===== config.mk =====
export PLATFORM = sky130hd
export DESIGN_NAME = sync_scsi_rate_divider
export DESIGN_NICKNAME = d
export VERILOG_FILES = /design/src/verilog/sync_rate_pkg.sv /design/src/verilog/div_tick.sv /design/src/verilog/sync_scsi_rate_divider.sv
export SDC_FILE = /design/constraint.sdc
export NUM_CORES = 1
export LEC_CHECK = 0
export ABC_AREA = 1
export BUFFER_PORTS_ARGS = -buffer_cell sky130_fd_sc_hd__buf_2
export CAP_MARGIN = 20
export CORE_MARGIN = 8
export CORE_UTILIZATION = 54
export CTS_CLUSTER_DIAMETER = 100
export CTS_CLUSTER_SIZE = 40
export DETAILED_ROUTE_END_ITERATION = 10
export HOLD_SLACK_MARGIN = 0.05
export PLACE_DENSITY_LB_ADDON = 0.05
export SLEW_MARGIN = 20
export SYNTH_ARGS = -nofsm -noshare
export SYNTH_HDL_FRONTEND = slang
export SYNTH_HIERARCHICAL = 1
export SYNTH_SLANG_ARGS = --single-unit

===== constraint.sdc =====
create_clock -name mclk -period 2.3 [get_ports mclk]
set_input_delay 0.115 -clock mclk [delete_from_list [all_inputs] [get_ports mclk]]
set_output_delay 0.115 -clock mclk [all_outputs]
set_load 0.02 [all_outputs]

===== src/verilog/sync_rate_pkg.sv =====
// Shared constants and types of the synchronous rate divider.
// Assumes a Wishbone slave with byte addresses and 32-bit data words.
package sync_rate_pkg;

  // Register byte offsets
  localparam logic [7:0] ADDR_CLOCK_CTRL = 8'h00;
  localparam logic [7:0] ADDR_TRANSFER_CTRL = 8'h04;
  localparam logic [7:0] ADDR_STATUS = 8'h08;

  // Field positions in sync_clock_ctrl
  localparam int unsigned ULTRA_BIT = 7;
  localparam int unsigned SCF_LSB = 4;
  localparam int unsigned CCF_LSB = 0;

  // Field positions in sync_transfer_ctrl
  localparam int unsigned TP_LSB = 5;
  localparam int unsigned OFFSET_LSB = 0;

  // Field positions in the status word
  localparam int unsigned STAT_PENDING_BIT = 0;
  localparam int unsigned STAT_ULTRA_BIT = 1;
  localparam int unsigned STAT_SCF_BAD_BIT = 2;
  localparam int unsigned STAT_CCF_BAD_BIT = 3;

  // Reset values
  localparam logic [7:0] CLOCK_CTRL_RST = 8'h00;
  localparam logic [7:0] TRANSFER_CTRL_RST = 8'h00;

  // Factor codes shared by the sync and core clock fields
  localparam logic [2:0] FACTOR_DIV1 = 3'h1;
  localparam logic [2:0] FACTOR_DIV2 = 3'h3;
  localparam logic [2:0] FACTOR_DIV4 = 3'h5;

  // Divide ratios
  localparam logic [3:0] RATIO_1 = 4'h1;
  localparam logic [3:0] RATIO_2 = 4'h2;
  localparam logic [3:0] RATIO_4 = 4'h4;

  // Receive slot every four sync ticks
  localparam logic [3:0] RX_RATIO = 4'h4;

  // Transfer period code 000 means divide by four; each step adds one
  localparam logic [3:0] TP_BASE = 4'h4;

  // Outside Ultra mode the sync clock is never divided by less than this
  localparam logic [3:0] NON_ULTRA_MIN_RATIO = 4'h2;

  typedef struct packed {
    logic [3:0] syncRatio;
    logic [3:0] coreRatio;
    logic [3:0] sendRatio;
    logic ultra;
    logic [4:0] offset;
  } rate_cfg_t;

endpackage


===== src/verilog/div_tick.sv =====
// Programmable divider that turns a stream of advance pulses into ticks.
// Assumes divisor is stable while advance pulses arrive; 0 acts as 1.
`timescale 1ns/1ps
module div_tick
(
  input wire logic mclk,
  input wire logic rst,
  input wire logic [3:0] divisor,
  input wire logic advance,
  output logic tick
);

  logic [3:0] count;
  logic [3:0] lastCount;

  assign lastCount = (divisor == 4'h0) ? 4'h0 : 4'(divisor - 4'h1);

  always_ff @(posedge mclk or posedge rst)
  begin
    if (rst)
    begin
      count <= 4'h0;
      tick <= 1'b0;
    end
    else
    begin
      tick <= 1'b0;
      if (advance)
      begin
        if (count >= lastCount)
        begin
          count <= 4'h0;
          tick <= 1'b1;
        end
        else
        begin
          count <= 4'(count + 4'h1);
        end
      end
    end
  end

endmodule // div_tick


===== src/verilog/sync_scsi_rate_divider.sv =====
// Synchronous SCSI rate divider with its two control registers.
// Assumes mclk is the SCSI input clock; registers sit on classic Wishbone.
// Assumes syncXferActive is high for the whole of a synchronous transfer.
//
// Notes on behaviour
// - Sync clock is SCSI clock divided by the sync clock factor field; outside Ultra the block divides by two for code 001.
// - Receive slots come at one quarter of the sync divider rate.
// - Core clock is SCSI clock divided by core clock factor field.
// - Send period further divides the sync clock by the period divisor.
// - Codes 001 and 011 divide by one and two; period 000 by four.
// - Code 101 divides by four in both clock factor fields.
// - Ultra transfers only with Ultra enable set and an 80 MHz clock.
// - Receive slots stay at 50 ns capability whatever the send period.
// - Send intervals reach 50, 100 or 200 ns by divider setting.
// - Transfer register holds offset and period, writable and readable.
//
// Local design decisions: register access over Wishbone and the register offsets.
`timescale 1ns/1ps
module sync_scsi_rate_divider
(
  input wire logic mclk,
  input wire logic rst,
  input wire logic cyc_i,
  input wire logic stb_i,
  input wire logic we_i,
  input wire logic [7:0] adr_i,
  input wire logic [31:0] dat_i,
  input wire logic [3:0] sel_i,
  output logic [31:0] dat_o,
  output logic ack_o,
  input wire logic syncXferActive,
  input wire logic scsiClock80,
  output logic syncTick,
  output logic coreTick,
  output logic rxSlot,
  output logic txSlot,
  output logic ultraActive,
  output logic [4:0] syncOffset
);

  logic [7:0] clockCtrl;
  logic [7:0] transferCtrl;
  sync_rate_pkg::rate_cfg_t requested;
  sync_rate_pkg::rate_cfg_t active;
  logic [3:0] activeSync;
  logic [3:0] activeCore;
  logic [3:0] activeSend;
  logic activeUltra;
  logic [4:0] activeOffset;
  logic clockWrite;
  logic transferWrite;
  logic scfBad;
  logic ccfBad;
  logic pending;
  logic busWrite;
  logic busRead;
  logic [3:0] scfRatio;
  logic [3:0] ccfRatio;
  logic [3:0] syncRatioGated;
  logic [2:0] scfCode;
  logic [2:0] ccfCode;
  logic [2:0] tpCode;
  logic ultraWanted;
  logic [31:0] next_dat;
  logic [31:0] statusWord;

  // Maps a clock factor code to its divide ratio
  function automatic logic [3:0] factorRatio(input logic [2:0] code);
    logic [3:0] ratio;
    ratio = sync_rate_pkg::RATIO_1;
    case (code)
      sync_rate_pkg::FACTOR_DIV1: ratio = sync_rate_pkg::RATIO_1;
      sync_rate_pkg::FACTOR_DIV2: ratio = sync_rate_pkg::RATIO_2;
      sync_rate_pkg::FACTOR_DIV4: ratio = sync_rate_pkg::RATIO_4;
      default: ratio = sync_rate_pkg::RATIO_1;
    endcase
    return ratio;
  endfunction

  // Flags codes that have no defined ratio
  function automatic logic factorBad(input logic [2:0] code);
    logic bad;
    bad = 1'b1;
    case (code)
      sync_rate_pkg::FACTOR_DIV1: bad = 1'b0;
      sync_rate_pkg::FACTOR_DIV2: bad = 1'b0;
      sync_rate_pkg::FACTOR_DIV4: bad = 1'b0;
      default: bad = 1'b1;
    endcase
    return bad;
  endfunction

  // Wishbone request decode
  assign busWrite = cyc_i && stb_i && we_i && !ack_o;
  assign busRead = cyc_i && stb_i && !we_i && !ack_o;

  // Byte-lane qualified register strobes
  assign clockWrite = busWrite && sel_i[0] &&
                      adr_i == sync_rate_pkg::ADDR_CLOCK_CTRL;
  assign transferWrite = busWrite && sel_i[0] &&
                         adr_i == sync_rate_pkg::ADDR_TRANSFER_CTRL;

  // Single-cycle ack, dropped the cycle after it was given
  always_ff @(posedge mclk or posedge rst)
  begin
    if (rst)
    begin
      ack_o <= 1'b0;
    end
    else
    begin
      ack_o <= cyc_i && stb_i && !ack_o;
    end
  end

  // Clock control register, low byte lane only
  always_ff @(posedge mclk or posedge rst)
  begin
    if (rst)
    begin
      clockCtrl <= sync_rate_pkg::CLOCK_CTRL_RST;
    end
    else if (clockWrite)
    begin
      clockCtrl <= dat_i[7:0];
    end
  end

  // Transfer control register: offset and period, read back for RMW
  always_ff @(posedge mclk or posedge rst)
  begin
    if (rst)
    begin
      transferCtrl <= sync_rate_pkg::TRANSFER_CTRL_RST;
    end
    else if (transferWrite)
    begin
      transferCtrl <= dat_i[7:0];
    end
  end

  // Field extraction
  assign scfCode = clockCtrl[sync_rate_pkg::SCF_LSB +: 3];
  assign ccfCode = clockCtrl[sync_rate_pkg::CCF_LSB +: 3];
  assign tpCode = transferCtrl[sync_rate_pkg::TP_LSB +: 3];

  assign scfRatio = factorRatio(scfCode);
  assign ccfRatio = factorRatio(ccfCode);
  assign scfBad = factorBad(scfCode);
  assign ccfBad = factorBad(ccfCode);

  // Ultra only with the enable bit and an 80 MHz SCSI clock
  assign ultraWanted = clockCtrl[sync_rate_pkg::ULTRA_BIT] &&
                       scsiClock80;

  // Outside Ultra the sync clock is slowed to at least divide by two,
  // which keeps the send interval at 100 ns or more from 80 MHz
  always_comb
  begin
    syncRatioGated = scfRatio;
    if (!ultraWanted && scfRatio < sync_rate_pkg::NON_ULTRA_MIN_RATIO)
    begin
      syncRatioGated = sync_rate_pkg::NON_ULTRA_MIN_RATIO;
    end
  end

  // Settings as software currently asks for them
  always_comb
  begin
    requested.syncRatio = syncRatioGated;
    requested.coreRatio = ccfRatio;
    requested.sendRatio = 4'(sync_rate_pkg::TP_BASE + {1'b0, tpCode});
    requested.ultra = ultraWanted;
    requested.offset = transferCtrl[sync_rate_pkg::OFFSET_LSB +: 5];
  end

  // Active settings follow the request only while no transfer runs,
  // so a divider never sees its ratio change under a running period
  // Sync ratio
  always_ff @(posedge mclk or posedge rst)
  begin
    if (rst)
    begin
      activeSync <= sync_rate_pkg::RATIO_1;
    end
    else if (!syncXferActive)
    begin
      activeSync <= requested.syncRatio;
    end
  end

  // Core ratio
  always_ff @(posedge mclk or posedge rst)
  begin
    if (rst)
    begin
      activeCore <= sync_rate_pkg::RATIO_1;
    end
    else if (!syncXferActive)
    begin
      activeCore <= requested.coreRatio;
    end
  end

  // Send ratio
  always_ff @(posedge mclk or posedge rst)
  begin
    if (rst)
    begin
      activeSend <= sync_rate_pkg::TP_BASE;
    end
    else if (!syncXferActive)
    begin
      activeSend <= requested.sendRatio;
    end
  end

  // Ultra mode
  always_ff @(posedge mclk or posedge rst)
  begin
    if (rst)
    begin
      activeUltra <= 1'b0;
    end
    else if (!syncXferActive)
    begin
      activeUltra <= requested.ultra;
    end
  end

  // Offset
  always_ff @(posedge mclk or posedge rst)
  begin
    if (rst)
    begin
      activeOffset <= 5'h00;
    end
    else if (!syncXferActive)
    begin
      activeOffset <= requested.offset;
    end
  end

  // Active settings as one record for the dividers and status
  always_comb
  begin
    active.syncRatio = activeSync;
    active.coreRatio = activeCore;
    active.sendRatio = activeSend;
    active.ultra = activeUltra;
    active.offset = activeOffset;
  end

  assign pending = (requested != active);

  // Sync clock divider from the SCSI clock
  div_tick syncDivider
  (
    .mclk(mclk),
    .rst(rst),
    .divisor(active.syncRatio),
    .advance(1'b1),
    .tick(syncTick)
  );

  // Core clock divider from the SCSI clock
  div_tick coreDivider
  (
    .mclk(mclk),
    .rst(rst),
    .divisor(active.coreRatio),
    .advance(1'b1),
    .tick(coreTick)
  );

  // Receive slots at a fixed quarter of the sync rate, never the period
  div_tick rxDivider
  (
    .mclk(mclk),
    .rst(rst),
    .divisor(sync_rate_pkg::RX_RATIO),
    .advance(syncTick),
    .tick(rxSlot)
  );

  // Send period: sync ticks divided by the transfer period divisor
  div_tick txDivider
  (
    .mclk(mclk),
    .rst(rst),
    .divisor(active.sendRatio),
    .advance(syncTick),
    .tick(txSlot)
  );

  // Active mode as seen by the transfer logic
  always_ff @(posedge mclk or posedge rst)
  begin
    if (rst)
    begin
      ultraActive <= 1'b0;
    end
    else
    begin
      ultraActive <= active.ultra;
    end
  end

  // Active offset as seen by the transfer logic
  always_ff @(posedge mclk or posedge rst)
  begin
    if (rst)
    begin
      syncOffset <= 5'h00;
    end
    else
    begin
      syncOffset <= active.offset;
    end
  end

  // Status word showing the block's own state
  always_comb
  begin
    statusWord = 32'h0000_0000;
    statusWord[sync_rate_pkg::STAT_PENDING_BIT] = pending;
    statusWord[sync_rate_pkg::STAT_ULTRA_BIT] = active.ultra;
    statusWord[sync_rate_pkg::STAT_SCF_BAD_BIT] = scfBad;
    statusWord[sync_rate_pkg::STAT_CCF_BAD_BIT] = ccfBad;
  end

  // Read mux; unmapped addresses read as zero
  always_comb
  begin
    next_dat = 32'h0000_0000;
    case (adr_i)
      sync_rate_pkg::ADDR_CLOCK_CTRL: next_dat = {24'h00_0000, clockCtrl};
      sync_rate_pkg::ADDR_TRANSFER_CTRL:
        next_dat = {24'h00_0000, transferCtrl};
      sync_rate_pkg::ADDR_STATUS: next_dat = statusWord;
      default: next_dat = 32'h0000_0000;
    endcase
  end

  // Read data registered with the ack
  always_ff @(posedge mclk or posedge rst)
  begin
    if (rst)
    begin
      dat_o <= 32'h0000_0000;
    end
    else if (busRead)
    begin
      dat_o <= next_dat;
    end
  end

endmodule // sync_scsi_rate_divider


# [Yosys cells after proc, flatten, opt, wreduce, memory -nomap -nowiden]
# Cells that the tools add are included.
[op_classes] n_shift=0 n_eq_ne=9 n_lt_le_gt_ge=5 n_bitwise=0 reduce_logical=20 multipliers=0 addsub=8 muxes=19 div=0
[op_table] op="two-way mux 4 bit" count=8
[op_table] op="case mux 8 bit (3 select lines)" count=1
[op_table] op="!= test 18 bit" count=1
[op_table] op="adder 4 x 1 -> 4 bit (second input constant)" count=4
[op_table] op=">= comparator 4 bit" count=3
[op_table] op="zero test 4 bit" count=3
[op_table] op="case mux 3 bit (2 select lines)" count=2
[op_table] op="subtractor 4 x 1 -> 4 bit (second input constant)" count=3
[op_table] op="logical AND 1 bit" count=11
[op_table] op="equality test 8 x 3 -> 1 bit (second input constant)" count=1
[op_table] op="equality test 8 x 4 -> 1 bit (second input constant)" count=1
[op_table] op="zero test 8 bit" count=1
[op_table] op="two-way mux 1 bit" count=8
[op_table] op="equality test 3 x 1 -> 1 bit (second input constant)" count=2
[op_table] op="equality test 3 x 2 -> 1 bit (second input constant)" count=2
[op_table] op="equality test 3 bit (second input constant)" count=2
[op_table] op="OR reduction 3 bit" count=2
[op_table] op="adder 3 x 3 -> 4 bit (first input constant)" count=1
[op_table] op=">= comparator 4 x 2 -> 1 bit (second input constant)" count=1
[op_table] op="< comparator 4 x 2 -> 1 bit (second input constant)" count=1
[op_table] op="zero test 1 bit" count=3
[word_totals] rom_bits=0 output_inout_bits=43 ff_bits=93 ramBits=0 latchBits=0 wordCells=80 memories=0

# [Logic depth before layout (Yosys ltp)]
[depth] word_depth=7 depth_mapped=13 depth_no_buf=13

# [Hierarchy]
# Netlist, hierarchy kept.
[modules_own_cells] mod="sync_scsi_rate_divider" cells_each=304 seq_area_each_um2=1179.9 instances=1 area_each_um2=2414.8
[modules_own_cells] mod="div_tick" cells_each=51 seq_area_each_um2=125.1 instances=4 area_each_um2=371.6

# [Least setup slack after synthesis]
# OpenSTA, ideal clock, no wires.
[synth_timing] kind="register to register" startpoint="reg activeCore[1]" endpoint="reg coreDivider.count[1]" synth_period_minus_slack_ns=1.699 slack_ns=0.601 setup_ns=0.083 path_stages_with_launch=10 t_arrival_ns=1.616 path_cell_list="dfrtp_1 or2_2 a21oi_1 o21ai_0 ha_1 nand2_1 inv_1 nand2_1 nand3_1 o21ai_0"
[synth_via] elab_chain_len=4 elab_cells_between_ends=5 cone_classes="1 x add/sub; 1 x order compare; 2 x mux; 1 x reduce/logical"
[synth_rtl] element="start: declaration" line_no="sync_scsi_rate_divider.sv:46" rtl="logic [3:0] activeCore;"
[synth_rtl] element="start signal: assignment" line_no="sync_scsi_rate_divider.sv:197" rtl="activeCore <= sync_rate_pkg::RATIO_1;"
[synth_rtl] element="start signal: assignment" line_no="sync_scsi_rate_divider.sv:201" rtl="activeCore <= requested.coreRatio;"
[synth_rtl] element="subtractor 4 x 1 -> 4 bit or zero test 4 bit (tied branches)" line_no="div_tick.sv:16" rtl="assign lastCount = (divisor == 4'h0) ? 4'h0 : 4'(divisor - 4'h1);"
[synth_rtl] element="two-way mux 4 bit (*)" line_no="div_tick.sv:16"
[synth_rtl] element=">= comparator 4 bit (*)" line_no="div_tick.sv:30" rtl="if (count >= lastCount)"
[synth_rtl] element="two-way mux 4 bit (*)" line_no="div_tick.sv:30"
[synth_rtl] element="end signal: assignment" line_no="div_tick.sv:37" rtl="count <= 4'(count + 4'h1);"
[synth_rtl] element="end: declaration" line_no="div_tick.sv:13" rtl="logic [3:0] count;"
# Mark *: on every way between the ends. The rest lies on a longest branch, timed or not.
# A chain may end at the register's enable or synchronous reset.

# [Worst setup path after layout]
[layout_timing] startpoint="reg activeSend[1]" endpoint="reg txDivider.count[1]"
[layout_via] elab_chain_len=4 elab_cells_between_ends=5 cone_classes="1 x add/sub; 1 x order compare; 2 x mux; 1 x reduce/logical"
[layout_rtl] element="start: declaration" line_no="sync_scsi_rate_divider.sv:47" rtl="logic [3:0] activeSend;"
[layout_rtl] element="start signal: assignment" line_no="sync_scsi_rate_divider.sv:210" rtl="activeSend <= sync_rate_pkg::TP_BASE;"
[layout_rtl] element="start signal: assignment" line_no="sync_scsi_rate_divider.sv:214" rtl="activeSend <= requested.sendRatio;"
[layout_rtl] element="subtractor 4 x 1 -> 4 bit or zero test 4 bit (tied branches)" line_no="div_tick.sv:16"
[layout_rtl] element="two-way mux 4 bit (*)" line_no="div_tick.sv:16"
[layout_rtl] element=">= comparator 4 bit (*)" line_no="div_tick.sv:30"
[layout_rtl] element="two-way mux 4 bit (*)" line_no="div_tick.sv:30"
[layout_rtl] element="end signal: assignment" line_no="div_tick.sv:37"
[layout_rtl] element="end: declaration" line_no="div_tick.sv:13"
# Marked as above.

==> results.py <==
metrics = {
    "timing": {
        "fin_worst_skew_ns": 0.00900,
        "maxSlewViolCount": 0,
        "max_freq_mhz": 510,
        "hold_viol": 0,
        "period_share": 0.853,
        "final.setup.tns_ns": 0,
        "fin_crit_ns": 1.96,
        "maxSlewHeadroom": 0.636,
        "worst_slew_pin_slew_ns": 0.544,
        "setup_ws_ns": 0.338,
        "setup_viol": 0,
        "rsz0062_at_grt": "false",
    },
    "route": {
        "drt_iter0_drc": 128,
        "finalWirelength_mm": 7.82,
        "dr.pass1.iters": 4,
        "vias": 3218,
        "wl_per_cell_um": 11.2,
        "postRouteAntennaNets": 0,
        "drc": 0,
        "avgViaCountPerCell": 4.60,
    },
    "clocking": {
        "cts_resized": 0,
        "cts_buffer_depth": 2,
        "path_clk_slew_ns": 0.08,
        "cts_root_buf": "clkbuf_8",
        "worstSkewPairLatency_ns": 0.34,
        "cts_buffers": 9,
        "cts_tree": "yes",
        "cts.sinks": 67,
        "cts_hold_buffers": 9,
        "post_cts_buffers": 0,
        "htreeDepth": 3,
    },
    "synthesis": {
        "yosys_warnings": 6,
        "seq_area_frac_synth": 0.431,
        "yosysTopAreaCellShare": 0.411,
        "postSynthCellCount": 508,
        "avgSynthCellArea_um2": 7.68,
        "yosysTopAreaCell": "dfrtp_1",
        "ys_ff_latch": 67,
        "netlist_area_mm2": 0.00390,
        "synthTopCellsByArea": "dfrtp_1 41%, nand2_1 15%, inv_1 8.8%",
        "yosys.cell_types.count": 29,
    },
    "setup_path": {
        "cp.required_ns": 2.55,
        "worst-path-max-fanout": 5,
        "path_class": "reg2reg",
        "startpoint_type": "register",
        "worst_ep_arrival_time_ns": 2.22,
        "endpoint_kind": "register",
    },
    "die": {
        "die_h_um": 101,
        "die-area_mm2": 0.0102,
        "rows": 31,
        "start_util": 0.547,
        "design.core.area_mm2": 0.00714,
        "die_x_um": 101,
        "ioPinCount": 94,
    },
    "placement": {
        "dp_hpwl_mm": 6.01,
        "place_congestion": 0.805,
        "place_ws_ns": 0.340,
        "portBuffers": 42,
        "dp.cells": 674,
    },
    "finish": {
        "nFillCells": 684,
        "layout_common_cells": "151 x nand2_1, 90 x inv_1, 64 x dfrtp_1",
        "synthToLayoutAreaGrowth_pct": 16.2,
        "fin_util": 0.635,
        "stdcell_count": 699,
        "layout_commonest_cell": "nand2_1",
        "drive_gt1_frac": 0.135,
        "final_nets": 666,
        "diodes": 0,
    },
    "global_routing": {
        "grt_pass1_vias": 3164,
        "grt_pass1_wl_mm": 13.6,
        "grt_max_degree": 28,
        "grt_usage": 0.166,
        "grt-ovfl-total": 0,
        "antenna_found_initial": 0,
    },
    "power": {
        "ir_worst_vdd_v": 0.000307,
        "p_leak_nw": 2.50,
        "powerDensity_mw_per_mm2": 740,
    },
    "run_status": {
        "outcome": "complete, no violations",
    },
    "run": {
        "drv_cap": 0,
    },
    "min_path": {
        "hold_path.class": "in2reg",
    },
}
synthesized netlist by cell type:
library cell and count:
nand4_1 7, o21bai_1 1, nor4_1 2, dfrtp_1 64
o21ai_0 43, buf_4 24, o22ai_1 3, xor2_1 6
nor3_4 1, o21a_1 1, a31oi_1 4, clkbuf_1 3
inv_1 91, nor2_1 21, nor3_1 1, a21oi_1 25
or2_4 2, buf_6 1, buf_2 1, o21ai_2 8
nand3_1 11, nand2_4 1, xnor2_1 6, ha_1 20
nand2_1 151, or2_2 4, dfstp_2 3, conb_1 2
o211ai_1 1
where the power goes:
| part | internal, mW | total, mW | switching (mW) |
|---|---|---|---|
| Sequential | 1.32 | 1.47 | 0.145 |
| Clock | 0.508 | 0.991 | 0.483 |
| Combinational | 0.343 | 0.896 | 0.553 |
area by class of cell:
class,instances,area (µm²),share of cell area
Clock buffer,9,124,0.0273
Multi-Input combinational cell,372,1860,0.411
Tap cell,99,124,0.0273
Timing Repair Buffer,54,323,0.0712
Sequential cell,67,1680,0.371
Clock inverter,7,77.6,0.0171
Inverter,91,342,0.0754
routing by layer:
metal	vias to the layer above	part of all wire	global-route usage
met2	67	0.48	0.281
li1	1683	-	-
met5	-	0	0
met1	1455	0.44	0.197
met3	13	0.048	0.0338
met4	0	0.027	0.0813
worst max-delay path, cell delays in order (launching register included):
cell and delay (ns):
dfrtp_1 0.44, or2_2 0.34, a21oi_1 0.18, o21ai_0 0.12
ha_1 0.29, nand2_1 0.07, inv_1 0.03, nand2_1 0.05
nand3_1 0.16, o21ai_0 0.20
through the flow:
step	total power [mW]	hold slack, ns	instance area [µm²]
after global routing	3.63	0.0667	4530
final	3.35	0.0537	4530
after global placement	2.34	0.0890	4240
after detailed placement	2.38	0.0904	4240
after floorplan	2.18	-0.106	4090
after CTS	3.38	0.0504	4530
final timing paths:
path	start	to	slack (ns)	cells past startpoint
setup / recovery	activeSend[1]$_DFFE_PP0N_	txDivider/count[1]$_DFFE_PP0P_	0.34	9
hold / removal	dat_i[3]	clockCtrl[3]$_DFFE_PP0P_	0.05	3
setup reg to reg	activeSend[1]$_DFFE_PP0N_	txDivider/count[1]$_DFFE_PP0P_	0.34	9
hold reg to reg	activeOffset[3]$_DFFE_PP0N_	syncOffset[3]$_DFF_PP0_	0.43	0
max in group asynchronous	rst	activeSend[2]$_DFFE_PP1N_	1.27	4
min in group asynchronous	rst	coreDivider/count[2]$_DFFE_PP0P_	0.28	3
flip-flops by register name, summed over array words and instances (netlist names), 3 cells and up:
signal and cells:
coreDivider/count 4, dat_o 8, clockCtrl 8, syncDivider/count 4, syncOffset 5, activeSend 4, activeCore 3, transferCtrl 8
activeOffset 5, txDivider/count 4, activeSync 3, rxDivider/count 4
kinds of logic after synthesis:
kind of cell | synth area share
simple gates | 0.213
buf+inv | 0.141
compound gates | 0.122
flops | 0.431
fa+ha+maj | 0.0641
xor+xnor | 0.0269
other cells | 0.00193
No activity file was read; power rests on OpenSTA's default activity.
